--- src/design/msp_pkg.sv ---
package msp_pkg;

    // ------------------------------------------------------------------
    // Geometry of the process image
    // ------------------------------------------------------------------
    localparam int MOD_N = 12;                 // Expansion modules
    localparam int ELEM_W = 8;                 // Elements per value byte
    localparam int PAIR_N = 4;                 // Pairs per value byte
    localparam int IO_BITS = MOD_N * ELEM_W;
    localparam int PAIR_BITS = MOD_N * PAIR_N;
    localparam int CFG_W = PAIR_BITS;
    localparam int CTRL_BYTES = 10;
    localparam int CTRL_BITS = CTRL_BYTES * 8;
    localparam int IO_STAT_BITS = MOD_N * 32;
    localparam int SUM_W = 15;                 // Bit 15 is reserved
    localparam int COLL_BYTE = 2 * MOD_N;      // Collective state in set 1
    localparam int DS1_BYTES = 2 * MOD_N + 4;
    localparam int DS1_WORDS = DS1_BYTES / 4;
    localparam int DS3_BYTES = 60;
    localparam int DS3_WORDS = DS3_BYTES / 4;
    localparam int SNAP_W = 16;

    // ------------------------------------------------------------------
    // Register map (byte addresses)
    // ------------------------------------------------------------------
    localparam logic [11:0] CTRL_ADDR = 12'h000;
    localparam logic [11:0] PAIR_IN_LO_ADDR = 12'h004;
    localparam logic [11:0] PAIR_IN_HI_ADDR = 12'h008;
    localparam logic [11:0] PAIR_OUT_LO_ADDR = 12'h00c;
    localparam logic [11:0] PAIR_OUT_HI_ADDR = 12'h010;
    localparam logic [11:0] IRQ_STAT_ADDR = 12'h014;
    localparam logic [11:0] IRQ_MASK_ADDR = 12'h018;
    localparam logic [11:0] FWD_TX_ADDR = 12'h01c;
    localparam logic [11:0] FWD_RX_ADDR = 12'h020;
    localparam logic [11:0] SNAP_CNT_ADDR = 12'h024;
    localparam logic [11:0] LIVE_SUM_ADDR = 12'h028;
    localparam logic [11:0] DS1_BASE = 12'h100;
    localparam logic [11:0] DS1_END = 12'h11c;
    localparam logic [11:0] DS3_BASE = 12'h200;
    localparam logic [11:0] DS3_END = 12'h23c;

    // ------------------------------------------------------------------
    // Fixed bits and reset values
    // ------------------------------------------------------------------
    localparam logic [CTRL_BITS-1:0] CTRL_RSVD_MASK =
        80'h0000_0000_0000_0000_3001;
    localparam logic [15:0] CTRL_RSVD_PAD = 16'hffff;
    localparam int CTRL_SUM_IN_BIT = 14;
    localparam int CTRL_SUM_OUT_BIT = 15;
    localparam logic [CFG_W-1:0] CFG_RST = 48'h0000_0000_0000;
    localparam logic FREEZE_RST = 1'h0;

    // Interrupt events
    localparam int EV_N = 3;
    localparam int EV_SNAP = 0;
    localparam int EV_ERR = 1;
    localparam int EV_FWD = 2;
    localparam logic [EV_N-1:0] MASK_RST = 3'h0;

    // ------------------------------------------------------------------
    // Carriers
    // ------------------------------------------------------------------
    typedef struct packed {
        logic psel;
        logic penable;
        logic pwrite;
        logic [11:0] paddr;
        logic [31:0] pwdata;
        logic [3:0] pstrb;
    } msp_apb_req_t;

    typedef struct packed {
        logic [31:0] prdata;
        logic pready;
        logic pslverr;
    } msp_apb_rsp_t;

    typedef struct packed {
        logic valid;
        logic [31:0] data;
    } msp_fwd_t;

endpackage

--- src/design/msp_pair_packer.sv ---
`timescale 1ns/1ns
module msp_pair_packer (
    input logic [7:0] raw,
    input logic [3:0] pair_ok,
    input logic [3:0] pair_cfg,
    input logic is_output,
    output logic [7:0] packed_byte
);
    import msp_pkg::*;

    // ------------------------------------------------------------------
    // Pair encoding of one value byte
    // ------------------------------------------------------------------
    genvar p;
    generate
        for (p = 0; p < PAIR_N; p++) begin : g_pair
            // Lower bit passes the evaluated state or the command
            assign packed_byte[2*p] = raw[2*p];
            // Upper bit: single element, pair status, or forced low
            assign packed_byte[2*p+1] = !pair_cfg[p] ? raw[2*p+1] :
                (is_output ? 1'h0 : pair_ok[p]);
        end
    endgenerate

endmodule

--- src/design/msp_packer.sv ---
// The placing of the registers and the APB interface to the registers were decided locally.
`timescale 1ns/1ns
module msp_packer (
    input logic clk,
    input logic rst,
    input msp_pkg::msp_apb_req_t apb_req,
    output msp_pkg::msp_apb_rsp_t apb_rsp,
    output logic irq,
    input logic logic_cycle_done,
    input logic [msp_pkg::IO_BITS-1:0] in_elem,
    input logic [msp_pkg::PAIR_BITS-1:0] in_pair_ok,
    input logic [msp_pkg::IO_BITS-1:0] out_cmd,
    input logic [msp_pkg::MOD_N-1:0] mod_has_out,
    input logic [msp_pkg::CTRL_BITS-1:0] ctrl_stat,
    input logic [msp_pkg::IO_STAT_BITS-1:0] io_stat,
    input logic [msp_pkg::SUM_W-1:0] sum_in_ok,
    input logic [msp_pkg::SUM_W-1:0] sum_out_ok,
    input msp_pkg::msp_fwd_t fwd_rx,
    output msp_pkg::msp_fwd_t fwd_tx
);
    import msp_pkg::*;

    // ------------------------------------------------------------------
    // State of the block
    // ------------------------------------------------------------------
    typedef struct packed {
        logic [31:0] prdata;
        logic pready;
        logic pslverr;
        logic freeze;
        logic [CFG_W-1:0] in_cfg;
        logic [CFG_W-1:0] out_cfg;
        logic [EV_N-1:0] irq_stat;
        logic [EV_N-1:0] irq_mask;
        logic irq;
        logic [31:0] fwd_rx_data;
        logic [31:0] fwd_tx_data;
        logic fwd_tx_valid;
        logic [SNAP_W-1:0] snap_cnt;
        logic prev_all_ok;
        logic [DS1_WORDS*32-1:0] ds1;
        logic [DS3_WORDS*32-1:0] ds3;
    } msp_state_t;

    msp_state_t st;
    msp_state_t next_st;

    logic [DS1_WORDS*32-1:0] ds1_live;
    logic [DS3_WORDS*32-1:0] ds3_live;
    logic [IO_BITS-1:0] out_byte_raw;
    logic [CTRL_BITS-1:0] ctrl_fixed;
    logic all_ok;
    logic acc;
    logic [5:0] win_idx;
    logic [31:0] rd_word;
    logic map_hit;
    logic [EV_N-1:0] ev;

    // ------------------------------------------------------------------
    // Helpers
    // ------------------------------------------------------------------

    // Byte-lane merge of a write into an old register value
    function automatic logic [31:0] msp_merge(
        input logic [31:0] old_val,
        input logic [31:0] wr_val,
        input logic [3:0] strb
    );
        logic [31:0] res;
        res = old_val;
        for (int b = 0; b < 4; b++) begin
            if (strb[b]) begin
                res[8*b +: 8] = wr_val[8*b +: 8];
            end
        end
        return res;
    endfunction

    // ------------------------------------------------------------------
    // Data set 1: value bytes per module
    // ------------------------------------------------------------------
    genvar g;
    generate
        for (g = 0; g < MOD_N; g++) begin : g_mod
            // Input value byte of module g+1
            msp_pair_packer u_in (
                .raw(in_elem[g*8 +: 8]),
                .pair_ok(in_pair_ok[g*4 +: 4]),
                .pair_cfg(st.in_cfg[g*4 +: 4]),
                .is_output(1'h0),
                .packed_byte(ds1_live[g*8 +: 8])
            );
            // Output value byte of module g+1
            msp_pair_packer u_out (
                .raw(out_cmd[g*8 +: 8]),
                .pair_ok(4'h0),
                .pair_cfg(st.out_cfg[g*4 +: 4]),
                .is_output(1'h1),
                .packed_byte(out_byte_raw[g*8 +: 8])
            );
            // Modules without outputs leave their byte at zero
            assign ds1_live[(MOD_N+g)*8 +: 8] =
                mod_has_out[g] ? out_byte_raw[g*8 +: 8] : 8'h00;
        end
    endgenerate

    // Collective state: input sums then output sums, two bytes each
    assign ds1_live[COLL_BYTE*8 +: 32] =
        {1'h1, sum_out_ok, 1'h1, sum_in_ok};

    // ------------------------------------------------------------------
    // Data set 3: fixed controller and module state
    // ------------------------------------------------------------------

    // Controller bytes with reserved bits high and sum bits folded in
    always_comb begin
        ctrl_fixed = ctrl_stat | CTRL_RSVD_MASK;
        ctrl_fixed[CTRL_SUM_IN_BIT] = &sum_in_ok;
        ctrl_fixed[CTRL_SUM_OUT_BIT] = &sum_out_ok;
    end

    // Ten controller bytes, two pad bytes, then one word per module
    assign ds3_live = {io_stat, CTRL_RSVD_PAD, ctrl_fixed};

    assign all_ok = (&sum_in_ok) & (&sum_out_ok);

    // ------------------------------------------------------------------
    // APB decode
    // ------------------------------------------------------------------
    assign acc = apb_req.psel & apb_req.penable;
    assign win_idx = apb_req.paddr[7:2];

    // Read data and map check for the current address
    always_comb begin
        rd_word = 32'h0000_0000;
        map_hit = 1'h1;
        if (apb_req.paddr[1:0] != 2'h0) begin
            map_hit = 1'h0;
        end else if (apb_req.paddr == CTRL_ADDR) begin
            rd_word = {31'h0000_0000, st.freeze};
        end else if (apb_req.paddr == PAIR_IN_LO_ADDR) begin
            rd_word = st.in_cfg[31:0];
        end else if (apb_req.paddr == PAIR_IN_HI_ADDR) begin
            rd_word = {16'h0000, st.in_cfg[47:32]};
        end else if (apb_req.paddr == PAIR_OUT_LO_ADDR) begin
            rd_word = st.out_cfg[31:0];
        end else if (apb_req.paddr == PAIR_OUT_HI_ADDR) begin
            rd_word = {16'h0000, st.out_cfg[47:32]};
        end else if (apb_req.paddr == IRQ_STAT_ADDR) begin
            rd_word = {29'h0000_0000, st.irq_stat};
        end else if (apb_req.paddr == IRQ_MASK_ADDR) begin
            rd_word = {29'h0000_0000, st.irq_mask};
        end else if (apb_req.paddr == FWD_TX_ADDR) begin
            rd_word = st.fwd_tx_data;
        end else if (apb_req.paddr == FWD_RX_ADDR) begin
            rd_word = st.fwd_rx_data;
        end else if (apb_req.paddr == SNAP_CNT_ADDR) begin
            rd_word = {16'h0000, st.snap_cnt};
        end else if (apb_req.paddr == LIVE_SUM_ADDR) begin
            rd_word = {1'h1, sum_out_ok, 1'h1, sum_in_ok};
        end else if (apb_req.paddr >= DS1_BASE &&
                     apb_req.paddr < DS1_END) begin
            rd_word = st.ds1[win_idx*32 +: 32];
        end else if (apb_req.paddr >= DS3_BASE &&
                     apb_req.paddr < DS3_END) begin
            rd_word = st.ds3[(win_idx - 6'h00)*32 +: 32];
        end else begin
            map_hit = 1'h0;
        end
    end

    // ------------------------------------------------------------------
    // Next state
    // ------------------------------------------------------------------
    always_comb begin
        next_st = st;
        ev = '0;
        next_st.fwd_tx_valid = 1'h0;
        next_st.pready = 1'h0;
        next_st.pslverr = 1'h0;

        // Snapshot of both data sets at the logic cycle edge
        if (logic_cycle_done && !st.freeze) begin
            next_st.ds1 = ds1_live;
            next_st.ds3 = ds3_live;
            next_st.snap_cnt = st.snap_cnt + 16'h0001;
            next_st.prev_all_ok = all_ok;
            ev[EV_SNAP] = 1'h1;
            if (st.prev_all_ok && !all_ok) begin
                ev[EV_ERR] = 1'h1;
            end
        end

        // Word from the other gateway, kept for the local network
        if (fwd_rx.valid) begin
            next_st.fwd_rx_data = fwd_rx.data;
            ev[EV_FWD] = 1'h1;
        end

        // First access cycle: latch the answer, ready next cycle
        if (acc && !st.pready) begin
            next_st.pready = 1'h1;
            next_st.pslverr = ~map_hit;
            next_st.prdata = apb_req.pwrite ? 32'h0000_0000 : rd_word;
        end

        // Completion edge: writes land, a status read clears what it saw
        if (acc && st.pready && !st.pslverr) begin
            if (!apb_req.pwrite) begin
                if (apb_req.paddr == IRQ_STAT_ADDR) begin
                    next_st.irq_stat = st.irq_stat & ~st.prdata[EV_N-1:0];
                end
            end else if (apb_req.paddr == CTRL_ADDR) begin
                if (apb_req.pstrb[0]) begin
                    next_st.freeze = apb_req.pwdata[0];
                end
            end else if (apb_req.paddr == PAIR_IN_LO_ADDR) begin
                next_st.in_cfg[31:0] = msp_merge(st.in_cfg[31:0],
                    apb_req.pwdata, apb_req.pstrb);
            end else if (apb_req.paddr == PAIR_IN_HI_ADDR) begin
                next_st.in_cfg[47:32] = msp_merge({16'h0000,
                    st.in_cfg[47:32]}, apb_req.pwdata, apb_req.pstrb)
                    [15:0];
            end else if (apb_req.paddr == PAIR_OUT_LO_ADDR) begin
                next_st.out_cfg[31:0] = msp_merge(st.out_cfg[31:0],
                    apb_req.pwdata, apb_req.pstrb);
            end else if (apb_req.paddr == PAIR_OUT_HI_ADDR) begin
                next_st.out_cfg[47:32] = msp_merge({16'h0000,
                    st.out_cfg[47:32]}, apb_req.pwdata, apb_req.pstrb)
                    [15:0];
            end else if (apb_req.paddr == IRQ_MASK_ADDR) begin
                next_st.irq_mask = msp_merge({29'h0000_0000, st.irq_mask},
                    apb_req.pwdata, apb_req.pstrb)[EV_N-1:0];
            end else if (apb_req.paddr == FWD_TX_ADDR) begin
                next_st.fwd_tx_data = msp_merge(st.fwd_tx_data,
                    apb_req.pwdata, apb_req.pstrb);
                next_st.fwd_tx_valid = 1'h1;
            end
        end

        // New events win over a clear in the same cycle
        next_st.irq_stat = next_st.irq_stat | ev;
        next_st.irq = |(next_st.irq_stat & next_st.irq_mask);
    end

    // ------------------------------------------------------------------
    // State register
    // ------------------------------------------------------------------
    always_ff @(posedge clk) begin
        if (rst) begin
            st.prdata <= 32'h0000_0000;
            st.pready <= 1'h0;
            st.pslverr <= 1'h0;
            st.freeze <= FREEZE_RST;
            st.in_cfg <= CFG_RST;
            st.out_cfg <= CFG_RST;
            st.irq_stat <= '0;
            st.irq_mask <= MASK_RST;
            st.irq <= 1'h0;
            st.fwd_rx_data <= 32'h0000_0000;
            st.fwd_tx_data <= 32'h0000_0000;
            st.fwd_tx_valid <= 1'h0;
            st.snap_cnt <= '0;
            st.prev_all_ok <= 1'h1;
            st.ds1 <= '0;
            st.ds3 <= '0;
        end else begin
            st <= next_st;
        end
    end

    // ------------------------------------------------------------------
    // Outputs, all from flops
    // ------------------------------------------------------------------
    assign apb_rsp.prdata = st.prdata;
    assign apb_rsp.pready = st.pready;
    assign apb_rsp.pslverr = st.pslverr;
    assign irq = st.irq;
    assign fwd_tx.valid = st.fwd_tx_valid;
    assign fwd_tx.data = st.fwd_tx_data;

endmodule

--- config.mk ---
export PLATFORM = sky130hd
export DESIGN_NAME = msp_packer
export DESIGN_NICKNAME = d
export VERILOG_FILES = /design/src/design/msp_pkg.sv /design/src/design/msp_pair_packer.sv /design/src/design/msp_packer.sv
export SDC_FILE = /design/constraint.sdc
export NUM_CORES = 2
export LEC_CHECK = 0
export ABC_AREA = 1
export BUFFER_PORTS_ARGS = -buffer_cell sky130_fd_sc_hd__buf_2
export CAP_MARGIN = 25
export CELL_PAD_IN_SITES_DETAIL_PLACEMENT = 0
export CELL_PAD_IN_SITES_GLOBAL_PLACEMENT = 1
export CORE_ASPECT_RATIO = 1.1
export CORE_MARGIN = 10
export CORE_UTILIZATION = 35
export CTS_CLUSTER_SIZE = 10
export DETAILED_ROUTE_END_ITERATION = 12
export GPL_ROUTABILITY_DRIVEN = 0
export PLACE_DENSITY_LB_ADDON = 0.1
export SYNTH_ARGS = -nofsm -noshare
export SYNTH_HDL_FRONTEND = slang
export SYNTH_HIERARCHICAL = 1
export SYNTH_SLANG_ARGS = --single-unit
--- constraint.sdc ---
create_clock -name clk -period 2.2 [get_ports clk]
set_clock_uncertainty 0.15 [all_clocks]
set_input_delay 0.44 -clock clk [delete_from_list [all_inputs] [get_ports clk]]
set_output_delay 0.44 -clock clk [all_outputs]
set_load 0.05 [all_outputs]
## Word-level counts from Yosys, hierarchy flattened

Index checks and enable logic that the tools add are counted.
Widths: inputs -> output; s select.

- Bits of input ports: 833
- Word-level logic and storage cells: 250
- Register bits: 924

- Shifts and indexed selects: 2
- Equal/unequal tests: 10
- Order comparisons: 4
- Add/subtract/negate cells: 1
- Muxes and demuxes: 153
- Bitwise logic cells: 16
- Reductions and logical operators: 35

Operators with widths:

| operator | count |
|---|---|
| $mux 32 | 15 |
| $shiftx 480x12->32 | 1 |
| $shiftx 224x12->32 | 1 |
| $mux 1 | 113 |
| $mux 8 | 12 |
| $eq 12x5->1 const B | 4 |
| $reduce_and 10->1 | 4 |
| $eq 12x6->1 const B | 3 |
| $mux 3 | 10 |
| $reduce_and 15->1 | 2 |
| $reduce_and 7->1 | 4 |
| $eq 12x4->1 const B | 2 |
| $reduce_and 5->1 | 4 |
| $add 16x1->16 const B | 1 |
| $reduce_and 8->1 | 2 |
| $eq 12x3->1 const B | 1 |
| $ge 12x10->1 const B | 1 |
| $ge 12x9->1 const B | 1 |
| $logic_not 12->1 | 1 |
| $lt 12x10->1 const B | 1 |
| $lt 12x9->1 const B | 1 |
| $reduce_and 6->1 | 2 |
| $not 1->1 | 10 |
| $reduce_or 9->1 | 1 |
| other kinds (12) | 24 |

## Depth between registers and ports, before layout

- Depth after elaboration: 18
- Depth in mapped cells: 22
- Mapped depth without buffers: 21

## By module

The synthesis kept the hierarchy.

By module, submodules not included:

| module | cells each | area each (sq um) | instances | sequential area each (sq um) |
|---|---|---|---|---|
| msp_packer | 5507 | 39768.1 | 1 | 18097.4 |
| msp_pair_packer | 21 | 98.8 | 24 | 0.0 |

## Worst setup path before layout

OpenSTA, ideal clock, no wires.

- Path kind: input port to flip-flop
- From: input port apb_req[39] in the netlist's numbering
- To: register st (netlist bit apb_rsp[23])
- Path slack: -98 ps
- Stages on the path: 14
- Arrival: 2016 ps
- Data required time: 1918 ps
- Buffers on the path: 4
- Setup time: 132 ps
- Path through: buf_4 > nand2_1 > buf_4 > buf_4 > clkbuf_1 > o22ai_1 > o21ai_0 > o211ai_1 > nand2_1 > nand2_1 > o21ai_1 > nand4_1 > nand2_1 > a21oi_1

- Cells in the longest elaborated chain, start to end: 17

RTL lines:

| what | RTL line | RTL |
|---|---|---|
| from (decl) | msp_packer.sv:6 | `input msp_pkg::msp_apb_req_t apb_req,` |
| parallel branches: the longest is 14 deep, another holds $shiftx 480x12->32 | -- |  |
| $mux 32 (*) | msp_packer.sv:139 | `end else if (apb_req.paddr == CTRL_ADDR) begin` |
| $mux 32 (*) | msp_packer.sv:137 | `if (apb_req.paddr[1:0] != 2'h0) begin` |
| $mux 32 (*) | msp_packer.sv:204 | `next_st.prdata = apb_req.pwrite ? 32'h0000_0000 : rd_word;` |
| to (signal assigned) | msp_packer.sv:268 | `st <= next_st;` |
| to (decl) | msp_packer.sv:45 | `msp_state_t st;` |

Every way passes the cells marked *.
A chain may end at the register's enable or synchronous reset.

## Final worst setup path

- From: register st[889] in the netlist's numbering
- To: register st[272] in the netlist's numbering

- Cells in the longest elaborated chain, start to end: 2

RTL lines:

| what | RTL line | RTL |
|---|---|---|
| $logic_not 1->1 | msp_packer.sv:183 | `if (logic_cycle_done && !st.freeze) begin` |
| $logic_and 1x1->1 | msp_packer.sv:183 |  |

No other way between the ends.

==> results by stage <==
Outcome:
- The flow ran to the end, but the final reports show violations.
- The checks that failed: negative setup slack.

Yosys:
- In this run the mean area of a mapped cell was 7.011 um^2.
- The adder-cell share of the synthesized area is 0.02969%.
- Counting every instance in the synthesized netlist gives 6011.
- Summing the areas of all and, or, nand and nor instances in the mapped netlist gives 19.14% of the synthesized area.
- The synthesized netlist contains 48 unique library cells.
- Of the total synthesized cell area, the portion taken by XOR and XNOR cells is 0%.
- The flip-flop and latch count after synthesis is 904.
- The sequential cell area fraction in the yosys report is 42.95%.
- For this run, the number of Yosys warnings is 6.
- The synthesized-area fraction occupied by ao, oa, aoi and oai cells is 24.85%.
- The synthesized netlist occupies a cell area of 42140 um^2.
- The mux share of post-synthesis cell area is 0%.
- The combinational family with the most area after synthesis is compound AO/OA/AOI/OAI gates.

Clocking:
- For the worst-skew pair, the clock arrives at the later sink with an insertion delay of 700 ps.
- The CTS tree is built.
- In this run the clock root is driven by a sky130_fd_sc_hd__clkbuf_16.
- TritonCTS created 107 clock buffers.
- The number of levels in the clock H-tree is 3.
- After clock tree synthesis, the clock-pin slew on the worst setup and hold paths is 60 ps.
- The maximum clock path buffer count is 3.
- The number of sinks handled by clock tree synthesis is 904.

Finish:
- In the final layout, the share of cells above drive strength 1 is 23.68%.
- Cells fill 52.12% of the core in the end.
- The net count of the finished layout is 8526.
- The layout-stage area growth over the synthesis result is 47.79%.
- With fillers left out, the area of the finished cells amounts to 62280 um^2.
- The final instance count without filler cells is 9321.
- The sequential cell area is 18100 um^2.
- The most common library cell in the layout ignoring fill and taps is sky130_fd_sc_hd__dfxtp_1.
- Counting the fill cells in the layout gives 11760.
- The area of the multi-input gates is 19950 um^2.
- In the layout the commonest cells are 900 x sky130_fd_sc_hd__dfxtp_1, 891 x sky130_fd_sc_hd__buf_2, 801 x sky130_fd_sc_hd__nand2_1.

Detailed routing:
- The detail-routed net length per standard cell is 24.45 um.
- The first TritonRoute pass finished after 6 iterations.
- The final antenna-violating net count is 0.
- The final wirelength is 227900 um.
- In the routed design, unresolved DRC markers number 0.
- The via count of the routed design is 47960.
- In this run, the number of DRC markers left after iteration 0 of detailed routing was 4009.
- The detailed-route vias per instance is 5.145.

STA:
- The worst slew slack as a fraction of its limit is 37.34%.
- The number of hold-slack violations in the final timing report is 0.
- Setup repair after global routing could not meet its margin everywhere.
- The tightest hold margin is 10.27 ps.
- The highest achievable clock rate is 449.4 MHz.
- The total negative slack is -36.88 ps.
- The count of final max-slew check failures is 0.
- The final critical-path required period is 2225 ps.
- Setup violations remaining at the end of the flow were counted as 2.
- In the finished design, the share of the clock period the worst path needs comes to 101.1%.
- The setup slack of the critical path after layout is -25.14 ps.
- The slew at the pin with the worst max-slew slack is 939.9 ps.

Floorplan:
- The region available for standard cell placement spans 119500 um^2.
- The number of core rows is 133.
- Once the floorplan was initialized, standard cells occupied 35.27% of the core.
- The total I/O pin count is 901.
- The die area is 134700 um^2.
- The die extent in y is 383.9 um.
- The die is 350.8 um wide.

Place:
- In this run the tool buffered the top-level ports with 895 buffer cells.
- The HPWL reported at the end of detailed placement is 175500 um.
- Once placement completed, the tool counted placed cells totaling 8432.
- The pre-CTS setup slack is -1289 ps.
- The instance area at placement is 50750 um^2.

Job:
- The number of max-cap violations is 0.

Setup path:
- The signal on the critical path passes through nor2_4 -> inv_8 -> buf_4 -> buf_12 -> buf_4 -> o21ai_0 -> a21oi_1.
- The arrival time of data at the critical path endpoint is 2630 ps.
- The most numerous cell type found on the critical path is sky130_fd_sc_hd__buf_4.
- The endpoint class of the critical path is a flip-flop.
- The setup path with the least slack is of type flip-flop to flip-flop.
- The largest fanout of any net on the critical path is 47.
- The launching element type of the critical path is a flip-flop.
- On the critical path, the stage with the largest delay is an instance of sky130_fd_sc_hd__o21ai_0.
- The maximum cell stage delay along the critical path is 480 ps.
- STA puts the critical path data required time at 2600 ps.

Global route:
- The initial antenna violation count is 42.
- The number of global-route vias before repair is 47700.
- The overall track demand over capacity in global routing is 32.11%.
- Entering global routing, the biggest net connects 204 pins.
- After global routing the overflow that remains totals 0.
- The first-pass GRT wire length is 321500 um.

Power and ir drop:
- Power spread over the standard cell area amounts to 659.3 nW/um^2.
- The internal power of the cells is 29.72 mW.
- The power share of the clock group is 40.6%.
- The design draws 41.06 mW.
- The share of total power dissipated in sequential elements is 43.1%.
- The worst-case IR drop observed on VDD is 0.6371 mV.
- The switching power is 11.35 mW.
- In this run switching power makes up 27.63% of total power.
- Per report_power, the combinational group accounts for 16.3% of the total.
- For this design the static power due to leakage is 27.06 nW.

Worst hold path:
- The worst hold-check path type is input pin to flip-flop.
power by group through the flow:
stage | sequential (mW) | clock, mW | combinational, mW
final | 17.7 | 16.7 | 6.70
after CTS | 17.7 | 16.9 | 6.47
after global placement | 18.0 | 0 | 5.34
after floorplan | 17.8 | 0 | 2.60
after global routing | 17.7 | 17.5 | 7.17
after detailed placement | 18.0 | 0 | 5.35
critical path, delay by kind of cell, from the launching register on:
kind,cells,cell delay [ps]
flops,1,330
buf+inv,4,740
compound gates,2,560
simple gates,1,250
registers in the layout (all words and copies together) (netlist names):
signal and cells:
apb_rsp 34, fwd_tx 33, irq 1, st 836
final cells by class:
type	count	share of cell area, %
Sequential cell	904	29.07
Multi-Input combinational cell	3927	32.03
Antenna cell	27	0.1085
Inverter	671	4.096
Clock inverter	6	0.1125
Timing Repair Buffer	2081	26.57
Clock buffer	153	4.900
Tap cell	1552	3.118
worst paths after layout:
kind,cells past startpoint,startpoint,slack (ps),endpoint
setup / recovery,7,st[889],-30,st[272]
hold / removal,3,ctrl_stat[20],10,st[20]
setup reg to reg,7,st[889],-30,st[272]
hold reg to reg,2,st[436],300,st[436]
timing repair:
action                     CTS  global route
pin swaps                   15            78
buffers inserted             3            16
hold buffers               685             1
resized for setup          111           216
hold endpoints to repair   700             1
cloned                       1             7
setup endpoints to repair   66           161
cells by family (layout without fill, tap and decap cells):
kind of cell | Yosys count | count (layout)
AO/OA/AOI/OAI | 1908 | 1908
flip-flops | 904 | 904
adder cells (fa/ha/maj) | 1 | 1
buffers and inverters | 1251 | 2911
other | 2 | 99
AND/OR/NAND/NOR | 1945 | 1946
Yosys cell counts, drive strengths merged:
master   number  share of area (%)
o22a          9               0.19
o21a          8               0.14
a221oi       16               0.33
nor2        772                7.2
nand3b        4              0.071
and3          1              0.015
o221ai        2              0.042
a22o         15               0.31
nor3         23               0.51
dfxtp       904                 43
o21ai       851                 10
nand4        30               0.45
o22ai       163                2.4
a21boi        1              0.018
nor4          4              0.095
nor3b         2              0.048
clkbuf      314                2.8
nand3       241                2.9
o211ai       34               0.61
nand2       856                7.7
o2111ai       5               0.10
a31oi        13               0.19
conb          2              0.018
or2          12               0.18
clkinv        5              0.045
inv         666                5.9
buf         266                4.2
a211oi      155                2.8
ha            1              0.030
a311oi        2              0.042
a21oi       634                7.5
per-layer routing:
layer	global-route usage (%)	vias to the layer above	share of wire (%)	wire length, um
met5	0	-	0.025	57
met4	16.57	12	5.8	13170
met3	5.654	454	6.8	15590
met1	38.13	22480	39	89640
li1	-	23020	-	-
met2	55.00	1991	48	109500
(Power assumes the default switching activity.)
